## src/design/gpio_data_pkg.sv

```systemverilog
// Package for the two-port GPIO data register block.
// Assumes a single clock domain and a plain word-addressed register port.
package gpio_data_pkg;

  // ***************************************************
  // Register map
  // ***************************************************
  localparam int ADDR_W = 32;
  localparam logic [31:0] PORT0_DATA_ADDR = 32'hFFFF0D20;
  localparam logic [31:0] PORT1_DATA_ADDR = 32'hFFFF0D30;

  // ***************************************************
  // Field layout
  // ***************************************************
  localparam int P0_PINS = 5;
  localparam int P1_PINS = 2;
  localparam int DIR_LSB = 24;
  localparam int OUT_LSB = 16;
  localparam int IN_LSB = 0;
  localparam logic [31:0] READ_ZERO = 32'h00000000;
  localparam logic [4:0] P0_RESET = 5'h00;
  localparam logic [1:0] P1_RESET = 2'h0;

  // Register bus request carried as one bundle
  typedef struct packed {
    logic [31:0] addr;
    logic [31:0] wdata;
    logic wr;
    logic rd;
  } bus_req_t;

  // Pin bundle: output value and output enable per pin
  typedef struct packed {
    logic [P0_PINS-1:0] out;
    logic [P0_PINS-1:0] oe;
  } p0_drive_t;

  typedef struct packed {
    logic [P1_PINS-1:0] out;
    logic [P1_PINS-1:0] oe;
  } p1_drive_t;

endpackage : gpio_data_pkg

```

## src/design/gpio_data_regs.sv

```systemverilog
// Data registers of GPIO port 0 (five pins) and port 1 (two pins).
// Assumes pins are three-signal (in, out, oe) and resolved outside; bus is a one-cycle strobe port.
//
// Notes on behaviour
// - Port 0 data register is a 32-bit word at 0xFFFF0D20 covering direction, output and input.
// - Bits 28:24 pick direction of port 0 pins 4:0, one meaning output.
// - Bits 20:16 hold port 0 output values, driven onto a pin whenever it is an output.
// - Bits 4:0 read the live level of port 0 pins and ignore writes.
// - Port 1 data register is a 32-bit word at 0xFFFF0D30 covering direction, output and input.
// - Bits 25:24 pick direction of port 1 pins 1:0, one meaning output.
// - Bits 17:16 hold port 1 output values, driven onto a pin whenever it is an output.
// - Bits 1:0 read the live level of port 1 pins and ignore writes.
module gpio_data_regs
  import gpio_data_pkg::*;
(
  input wire logic clk,
  input wire logic reset_n,
  input wire logic clk_en,
  input wire logic [31:0] bus_addr,
  input wire logic [31:0] bus_wdata,
  input wire logic bus_wr,
  input wire logic bus_rd,
  output logic [31:0] bus_rdata,
  input wire logic [P0_PINS-1:0] p0_pin_in,
  output logic [P0_PINS-1:0] p0_pin_out,
  output logic [P0_PINS-1:0] p0_pin_oe,
  input wire logic [P1_PINS-1:0] p1_pin_in,
  output logic [P1_PINS-1:0] p1_pin_out,
  output logic [P1_PINS-1:0] p1_pin_oe
);

  // ***************************************************
  // Address decode
  // ***************************************************
  function automatic logic hit(input logic [31:0] a, input logic [31:0] base);
    hit = (a == base);
  endfunction : hit

  bus_req_t req;
  assign req = '{addr: bus_addr, wdata: bus_wdata, wr: bus_wr, rd: bus_rd};

  logic sel0;
  logic sel1;
  assign sel0 = hit(req.addr, PORT0_DATA_ADDR);
  assign sel1 = hit(req.addr, PORT1_DATA_ADDR);

  // ***************************************************
  // Control state
  // ***************************************************
  p0_drive_t p0_reg, p0_next;
  p1_drive_t p1_reg, p1_next;

  always_comb begin
    p0_next = p0_reg;
    p1_next = p1_reg;
    if (req.wr && sel0) begin
      // Input and reserved bits of the write word are simply dropped
      p0_next.oe = req.wdata[DIR_LSB +: P0_PINS];
      p0_next.out = req.wdata[OUT_LSB +: P0_PINS];
    end
    if (req.wr && sel1) begin
      p1_next.oe = req.wdata[DIR_LSB +: P1_PINS];
      p1_next.out = req.wdata[OUT_LSB +: P1_PINS];
    end
  end

  always_ff @(posedge clk or negedge reset_n) begin
    if (!reset_n) begin
      p0_reg <= '{out: P0_RESET, oe: P0_RESET};
      p1_reg <= '{out: P1_RESET, oe: P1_RESET};
    end else if (clk_en) begin
      p0_reg <= p0_next;
      p1_reg <= p1_next;
    end
  end

  // Output value reaches the pin only while its direction bit is set
  assign p0_pin_out = p0_reg.out & p0_reg.oe;
  assign p0_pin_oe = p0_reg.oe;
  assign p1_pin_out = p1_reg.out & p1_reg.oe;
  assign p1_pin_oe = p1_reg.oe;

  // ***************************************************
  // Input synchronisers
  // ***************************************************
  // Two stages guard against metastability; readback on bus_rdata lags the pin by three cycles
  logic [P0_PINS-1:0] p0_meta_reg, p0_sync_reg;
  logic [P1_PINS-1:0] p1_meta_reg, p1_sync_reg;
  logic [P0_PINS-1:0] p0_meta_next, p0_sync_next;
  logic [P1_PINS-1:0] p1_meta_next, p1_sync_next;

  always_comb begin
    p0_meta_next = p0_pin_in;
    p0_sync_next = p0_meta_reg;
    p1_meta_next = p1_pin_in;
    p1_sync_next = p1_meta_reg;
  end

  always_ff @(posedge clk or negedge reset_n) begin
    if (!reset_n) begin
      p0_meta_reg <= P0_RESET;
      p0_sync_reg <= P0_RESET;
      p1_meta_reg <= P1_RESET;
      p1_sync_reg <= P1_RESET;
    end else if (clk_en) begin
      p0_meta_reg <= p0_meta_next;
      p0_sync_reg <= p0_sync_next;
      p1_meta_reg <= p1_meta_next;
      p1_sync_reg <= p1_sync_next;
    end
  end

  // ***************************************************
  // Read path
  // ***************************************************
  logic [31:0] rdata_reg, rdata_next;

  always_comb begin
    rdata_next = READ_ZERO;
    if (req.rd && sel0) begin
      rdata_next[DIR_LSB +: P0_PINS] = p0_reg.oe;
      rdata_next[OUT_LSB +: P0_PINS] = p0_reg.out;
      rdata_next[IN_LSB +: P0_PINS] = p0_sync_reg;
    end else if (req.rd && sel1) begin
      rdata_next[DIR_LSB +: P1_PINS] = p1_reg.oe;
      rdata_next[OUT_LSB +: P1_PINS] = p1_reg.out;
      rdata_next[IN_LSB +: P1_PINS] = p1_sync_reg;
    end
  end

  // Read data stand for one enabled cycle only, zero otherwise and for unmapped addresses
  always_ff @(posedge clk or negedge reset_n) begin
    if (!reset_n) begin
      rdata_reg <= READ_ZERO;
    end else if (clk_en) begin
      rdata_reg <= rdata_next;
    end
  end

  assign bus_rdata = rdata_reg;

  // ***************************************************
  // Reference copy of the control fields
  // ***************************************************
  // Decoded straight from the bus so that a slip in the main decode cannot hide itself
  logic [P0_PINS-1:0] ref_p0_dir_reg, ref_p0_dir_next;
  logic [P0_PINS-1:0] ref_p0_val_reg, ref_p0_val_next;
  logic [P1_PINS-1:0] ref_p1_dir_reg, ref_p1_dir_next;
  logic [P1_PINS-1:0] ref_p1_val_reg, ref_p1_val_next;

  always_comb begin
    ref_p0_dir_next = ref_p0_dir_reg;
    ref_p0_val_next = ref_p0_val_reg;
    ref_p1_dir_next = ref_p1_dir_reg;
    ref_p1_val_next = ref_p1_val_reg;
    if (clk_en && bus_wr && bus_addr == PORT0_DATA_ADDR) begin
      ref_p0_dir_next = bus_wdata[DIR_LSB +: P0_PINS];
      ref_p0_val_next = bus_wdata[OUT_LSB +: P0_PINS];
    end
    if (clk_en && bus_wr && bus_addr == PORT1_DATA_ADDR) begin
      ref_p1_dir_next = bus_wdata[DIR_LSB +: P1_PINS];
      ref_p1_val_next = bus_wdata[OUT_LSB +: P1_PINS];
    end
  end

  always_ff @(posedge clk or negedge reset_n) begin
    if (!reset_n) begin
      ref_p0_dir_reg <= P0_RESET;
      ref_p0_val_reg <= P0_RESET;
      ref_p1_dir_reg <= P1_RESET;
      ref_p1_val_reg <= P1_RESET;
    end else begin
      ref_p0_dir_reg <= ref_p0_dir_next;
      ref_p0_val_reg <= ref_p0_val_next;
      ref_p1_dir_reg <= ref_p1_dir_next;
      ref_p1_val_reg <= ref_p1_val_next;
    end
  end
endmodule : gpio_data_regs

```

## config.mk

```make
export PLATFORM = sky130hd
export DESIGN_NAME = gpio_data_regs
export DESIGN_NICKNAME = d
export VERILOG_FILES = /design/src/design/gpio_data_pkg.sv /design/src/design/gpio_data_regs.sv
export SDC_FILE = /design/constraint.sdc
export NUM_CORES = 1
export LEC_CHECK = 0
export BUFFER_PORTS_ARGS = -buffer_cell sky130_fd_sc_hd__buf_2
export CORE_MARGIN = 4
export CORE_UTILIZATION = 30
export DETAILED_ROUTE_END_ITERATION = 12
export PLACE_DENSITY_LB_ADDON = 0.12
export SLEW_MARGIN = 30
export SYNTH_ARGS = -nofsm -noshare
export SYNTH_HDL_FRONTEND = slang
export SYNTH_SLANG_ARGS = --single-unit
export TNS_END_PERCENT = 100
```

## constraint.sdc

```tcl
create_clock -name clk -period 0.8 [get_ports clk]
set_input_delay 0.08 -clock clk [delete_from_list [all_inputs] [get_ports clk]]
set_output_delay 0.08 -clock clk [all_outputs]
set_load 0.05 [all_outputs]
```

### Word-level counts from Yosys, hierarchy flattened

Cells that the tools add are included.

* word-level logic and storage cells: 28
* memory bits (writable): 0
* register bits after elaboration: 43
* bits in latches: 0
* memories: 0
* bits in read-only memories: 0
* output and inout port bits: 46
* bits of input ports: 76

* magnitude comparators: 0
* multipliers: 0
* multiplexer cells: 9
* shifts and indexed selects: 0
* equal/unequal tests: 2
* add/subtract/negate cells: 0
* div/mod/pow operators: 0
* bitwise operators: 2
* reductions and logical operators: 6

Operator list (number)
* equality test 32 bit (second input constant): 2
* 2-to-1 mux 2 bit: 6
* 2-to-1 mux 3 bit: 3
* bitwise AND 5 bit: 1
* logical AND 1 bit: 4
* AND reduction 2 bit: 2
* bitwise AND 2 bit: 1

### Depth between registers and ports, before layout

Gate-level depths: netlist of run 1.

* depth in word-level cells: 4
* mapped depth: 6
* gate-level depth less buffers: 4

### Worst setup path after synthesis of run 1

No wires, ideal clock.

* kind: input -> register
* from: in bus_addr[0]
* to: reg p0_reg, in the netlist p0_pin_oe[0]
* arrival time: 1.212 ns
* path slack: -0.537 ns
* buffers on the path: 1
* cell stages on the path: 5
* setup time: 0.125 ns
* required time: 0.675 ns
* cell sequence: nand4b_1 -> nor4_4 -> nand4b_1 -> buf_6 -> mux2_4

* longest elaborated chain between the ends: 3

RTL lines
* start: declaration: RTL line gpio_data_regs.sv:19 `input wire logic [31:0] bus_addr,`
* equality test 32 bit
* logical AND 1 bit: RTL line gpio_data_regs.sv:56 `if (req.wr && sel0) begin`
* AND reduction 2 bit (no source line)
* end signal: assignment: RTL line gpio_data_regs.sv:69 `p0_reg <= '{out: P0_RESET, oe: P0_RESET};`
* end signal: assignment: RTL line gpio_data_regs.sv:72 `p0_reg <= p0_next;`
* end: declaration: RTL line gpio_data_regs.sv:50 `p0_drive_t p0_reg, p0_next;`

Every way passes these cells.
A chain may end at the register's enable or synchronous reset.

### Worst setup path in the final report of run 1

* from: in bus_addr[22]
* to: reg p0_reg[9] in the netlist's numbering

Same word-level chain as after synthesis.

==> results of run 1 <==
-- worst max-delay path: stages --
cell,delay (ns)
buf_6,0.06
nand4_1,0.14
nor4_4,0.32
buf_4,0.15
nand4b_1,0.10
buf_6,0.18
mux2_4,0.30
-- report_power, final --
| part | leakage (nW) | total, mW | switching (mW) | internal (mW) |
|---|---|---|---|---|
| registers | 0.569 | 2.30 | 0.0422 | 2.26 |
| logic | 1.05 | 0.583 | 0.337 | 0.246 |
| clock network | 0.0371 | 1.25 | 0.670 | 0.583 |
| total | 1.66 | 4.14 | 1.05 | 3.09 |
-- per-stage QoR --
stage               utilization  area [um^2]  setup slack [ns]  std cells
floorplan                     -         2110            -0.493        161
global placement          0.392         2530            -0.739        305
detailed placement        0.392         2530            -0.746        305
CTS                       0.478         3090            -0.374        332
global route              0.489         3160            -0.427        338
finish                    0.489         3160            -0.380        338
-- area by class of cell --
| class | instances | area, um^2 |
|---|---|---|
| timing repair buffer | 124 | 1060 |
| tap | 77 | 96.3 |
| inverter | 1 | 3.75 |
| clock buffer | 6 | 72.6 |
| fill | 604 | 3300 |
| multi-input combinational | 87 | 852 |
| sequential | 43 | 1080 |
-- metal layers --
| metal | up-vias | wire length, um | GRT usage |
|---|---|---|---|
| met3 | 2 | 240 | 0.0275 |
| met4 | 0 | 19 | 0.0230 |
| met2 | 45 | 2560 | 0.210 |
| met5 | - | 0 | 0 |
| met1 | 731 | 2080 | 0.147 |
| li1 | 716 | - | - |
-- worst paths after layout --
kind                                start             end  slack [ns]  depth (start not counted)
max in group asynchronous         reset_n       p1_reg[3]        0.30                          3
hold / removal              bus_wdata[18]       p0_reg[7]        0.03                          2
min in group asynchronous         reset_n  p0_meta_reg[4]        0.30                          3
setup reg to reg             p0_pin_oe[3]    p0_pin_oe[3]       -0.20                          3
setup / recovery             bus_addr[22]       p0_reg[9]       -0.38                          7
hold reg to reg            p0_sync_reg[3]    bus_rdata[3]        0.49                          1
-- synthesized netlist by cell type, types with 2 or more instances --
library cell  instances
dfrtp_1              43
buf_4                24
mux2_2               18
mux2_4               10
a22o_1                9
and2_1                7
mux2i_1               6
o2bb2ai_1             6
clkbuf_1              3
nand4_1               3
nor4bb_1              3
buf_6                 2
nand4b_1              2
-- cells by family (layout without fill, tap and decap cells) --
family                 Yosys count  in the layout
flip-flops                      43             43
multiplexers                    34             34
buffers and inverters           31            131
AND/OR/NAND/NOR                 21             21
AO/OA/AOI/OAI                   15             15
other                            1             17
-- timing repair --
action                                 4_1_cts  5_1_grt
gates resized for setup                     91        9
endpoints found under the hold margin       43        0
cloned                                       1        0
pin swaps                                    6        4
setup buffers                               19        7
setup endpoints to repair                   58       58
hold buffers                                 1        0
==> metrics.yaml, run 1 <==
worst_setup_path:
  cp_max_fo: 10
  cp-start-kind: "primary input"
  critPathKind: "in2reg"
  arrival_ns: 1.34
  cp.required_ns: 0.96
  worst_setup_path_end_kind: "flip-flop"
die:
  die_x_um: 90.4
  die_h_um: 90.4
  core_area_um2: 6460
  rows: 29
  die_area_um2: 8160
  pin_count: 122
  start_util: 0.315
placement:
  gp_congestion: 0.678
  hpwlAfterDp_um: 3470
  port_buffers: 82
route:
  drtIter0Drc: 26
  routed_wl_um: 4910
  num_vias: 1494
  drtPass1Iterations: 5
  detail_route.wl_per_cell_um: 14.5
  via_per_inst: 4.42
  drc: 0
  ant_nets: 0
synth:
  yosysTopAreaCell: "dfrtp_1"
  synth_xor_area_frac: 0
  synth_seq_cells: 43
  synth_mux_area_frac: 0.203
  synth_top_family_by_area: "multiplexers"
  async_reset_ff_frac: 1.00
  synth_top_area_share: 0.529
  yosysUniqueCellTypes: 22
  syn_avg_cell_area_um2: 14.0
  syn_inst: 145
  synth-compound-area-share: 0.0646
  ys.flop_type: "dfrtp_1"
  yosys.area_share.simple: 0.0923
  synth_edf_count: 0
  ys_seq_area_frac: 0.529
  synth_area_um2: 2030
  synthTopCellsByArea: "dfrtp_1, mux2_2, buf_4"
  synth-adder-area-share: 0
  yosysWarnings: 0
finish:
  layout_common_cells: "buf_2, dfrtp_1, buf_6"
  drive_gt1_frac: 0.651
  syn2layout_area_growth_pct: 55.3
  num-nets-final: 338
  final_common_cell: "buf_2"
  num_antenna_cells: 0
  largest_reg_flops: 15
clocking:
  cts_max_path_buffers: 2
  clk_latency_ns: 0.28
  cts_tree: "yes"
  root_buffer: "clkbuf_8"
  htree_levels: 2
  numCtsBuffers: 5
  path_clk_slew_ns: 0.08
  cts_sinks: 43
outcome:
  outcome: "complete, but fails checks"
  violations: "setup timing"
pwr:
  power.leakage_nw: 1.66
  ir_drop_v: 0.000710
  total_power_mw: 4.14
  cellPowerDensity_nw_per_um2: 1310
global_route:
  grt_pass1_wl_um: 7840
  grt_pass1_vias: 1556
  grt_usage: 0.118
  grt_start_max_net_pins: 44
  antenna_found_initial: 0
  grt-ovfl-total: 0
sta:
  setup_slack_ns: -0.380
  maxSlewViolCount: 0
  hold_slack_ns: 0.0258
  setup-violations-final: 58
  fmax_mhz: 848
  min_period_ns: 1.18
  hold_violations: 0
  fin_crit_sh: 1.47
  rsz0062_at_grt: "true"
  fin_tns_setup_ns: -13.61
  worst_clock_skew_ns: 0.00382
run:
  maxCapViolCount: 0
worst_hold_path:
  min_path_type: "in2reg"
(Power assumes the default switching activity.)
==> run 2, diff against run 1 <==
Settings changed: ABC_AREA set to 1.
==> run 2 against run 1 <==
Effect of this change:
- the flow still finishes with violations (setup timing)
- non-clock buffer count up 19
- clock skew down 0.0012 ns
- via count up 47%
- count of clock-buffer cells in the layout up 1
- sequential cell count unchanged
- register-to-register slack better by 0.02 ns
- routed wire length up 28%
- highest routed layer unchanged
==> metrics.yaml, run 2 <==
route:
  drtIter0Drc: 32  # +23%
  ant_nets: 0  # unchanged
  via_per_inst: 4.18  # -5.4%
  num_vias: 2196  # +47%
  drtPass1Iterations: 4  # -1
  drc: 0  # unchanged
  routed_wl_um: 6270  # +28%
  detail_route.wl_per_cell_um: 11.9  # -18%
finish:
  drive_gt1_frac: 0.486  # -0.165
  final_cells: 525  # +55%
  regArea_um2: 1080  # +0.23%
  final_common_cell: "nand2_1"
  layout_common_cells: "nand2_1, buf_6, buf_2"
  num-nets-final: 501  # +48%
  multi_input_area_um2: 1130  # +33%
  num_antenna_cells: 0  # unchanged
  n_fill_cell: 719  # +19%
  largest_reg_flops: 15  # unchanged
  syn2layout_area_growth_pct: 64.8
worst_setup_path:
  rr_worst_depth: 6  # +3
  worst_setup_path_end_kind: "output port"
  worst-r2r-setup-slack_ns: -0.18  # +0.02 ns
  arrival_ns: 1.06  # -0.28 ns
  cp_max_fo: 4  # -6
  cp-start-kind: "flip-flop"
  cp.required_ns: 0.72  # -0.24 ns
  cp-startpoint: "p0_pin_oe[1]"
  r2r_end: "bus_rdata[25]"
  worstReg2RegStart: "p1_pin_oe[1]"
  critPathKind: "reg2out"
outcome:
  outcome: "complete, but fails checks"
  violations: "setup timing"
synth:
  synth_top_area_share: 0.462  # -0.0670
  synth_edf_count: 0  # unchanged
  ys_seq_area_frac: 0.462  # -0.0670
  yosysTopAreaCell: "dfrtp_1"
  syn_inst: 290  # +100%
  async_reset_ff_frac: 1.00  # unchanged
  synth_seq_cells: 43  # unchanged
  yosysUniqueCellTypes: 22  # unchanged
  synthTopCellsByArea: "dfrtp_1, nand2_1, buf_4"
  synth_common_cells: "nand2_1, dfrtp_1, buf_4, inv_1, o21ai_1"
  yosysWarnings: 0  # unchanged
  syn_avg_cell_area_um2: 8.03  # -43%
  ys.flop_type: "dfrtp_1"
  yosysMostFrequentCell: "nand2_1"
  synth_area_um2: 2330  # +15%
die:
  die_area_um2: 9240  # +13%
  rows: 31  # +6.9%
  die_h_um: 96.1  # +6.4%
  start_util: 0.314  # -0.000520
  die_x_um: 96.1  # +6.4%
  pin_count: 122  # unchanged
  core_area_um2: 7410  # +15%
worst_hold_path:
  min_path_type: "in2reg"
  hold_depth: 3  # +1
  hold_start: "p1_pin_in[0]"
  worstHoldEndpoint: "p1_meta_reg[0]"
global_route:
  grt_usage: 0.141  # +0.0224
  grt_pass1_vias: 2102  # +35%
  antenna_found_initial: 0  # unchanged
  grt_start_max_net_pins: 44  # unchanged
  grt-ovfl-total: 0  # unchanged
  grt_pass1_wl_um: 10100  # +28%
sta:
  maxSlewViolCount: 0  # unchanged
  worst_clock_skew_ns: 0.00265  # -0.00117 ns
  min_period_ns: 1.14  # -0.0439 ns
  setup-violations-final: 58  # unchanged
  fmax_mhz: 880  # +3.9%
  fin_crit_sh: 1.42  # -0.0548
  hold_slack_ns: 0.00261  # -0.0231 ns
  setup_slack_ns: -0.336  # +0.0439 ns
  hold_violations: 0  # unchanged
  rsz0062_at_grt: "true"
clocking:
  cts_sinks: 43  # unchanged
  cts_tree: "yes"
  numCtsBuffers: 5  # unchanged
  root_buffer: "clkbuf_8"
  cts_max_path_buffers: 2  # unchanged
  htree_levels: 2  # unchanged
  path_clk_slew_ns: 0.08  # about the same
  clk_latency_ns: 0.30  # +0.02 ns
run:
  maxCapViolCount: 0  # unchanged
placement:
  dp.cells: 478  # +57%
  gp_congestion: 0.796  # +18%
  pre_cts_slack_ns: -0.494  # +0.252 ns
  port_buffers: 82  # unchanged
  hpwlAfterDp_um: 4190  # +21%
pwr:
  ir_drop_v: 0.000705  # -0.68%
  power.leakage_nw: 2.05  # +23%
  cellPowerDensity_nw_per_um2: 1140  # -13%
==> run 2: metal layers <==
metal	part of all wire	up-vias	global-route usage
met4	0.014	0	0.0427
met5	0	-	0
met2	0.51	51	0.238
met3	0.046	9	0.0305
met1	0.43	1003	0.179
li1	-	1133	-
==> run 2: cell families after synthesis <==
kind of cell,share of synthesized area
and+or+nand+nor,0.316
buffers and inverters,0.150
DFF,0.462
AOI/OAI and AO/OA,0.0698
other,0.00161
==> run 2: cell type report <==
type,count,share of cell area
multi-input cells,207,0.294
inverters,25,0.0332
clock inverters,1,0.00130
flip-flops and latches,43,0.281
clock buffers,7,0.0199
well taps,99,0.0323
repair buffers,143,0.338
==> run 2: repair_timing <==
item,CTS,global route
hold endpoints to repair,58,0
pin swaps,40,37
buffers inserted,14,9
cloned,2,1
hold buffers,16,0
resized for setup,89,43
setup endpoints to repair,58,58
==> run 2: worst max-delay path by stage <==
stage,end,slack (ns),cells past startpoint
floorplan,p0_pin_oe[0],-0.23,9
global placement,p0_pin_oe[2],-0.48,10
detailed placement,p0_pin_oe[1],-0.49,10
CTS,p0_pin_out[1],-0.35,3
global route,p0_pin_out[1],-0.38,3
finish,p0_pin_out[1],-0.34,3
==> run 2: where the power goes <==
group / switching, mW / internal, mW
Combinational: 0.462 / 0.295
Clock: 0.727 / 0.613
Sequential: 0.0362 / 2.24
Total: 1.23 / 3.15
==> run 2: worst max-delay path, stage by stage, from the launching register on <==
cell and delay (ns):
dfrtp_2 0.45, nand2_2 0.09, clkinvlp_4 0.08, buf_6 0.15
==> run 2: stage by stage <==
| stage | TNS, ns | utilization | power (mW) | area, um^2 |
|---|---|---|---|---|
| 2_1_floorplan | -4.62 | - | 2.74 | 2450 |
| 3_3_place_gp | -12.50 | 0.403 | 2.95 | 2990 |
| 3_5_place_dp | -12.89 | 0.403 | 2.96 | 2990 |
| 4_1_cts | -7.38 | 0.492 | 4.43 | 3640 |
| 5_1_grt | -10.20 | 0.518 | 4.62 | 3840 |
| 6_report | -7.45 | 0.518 | 4.38 | 3840 |
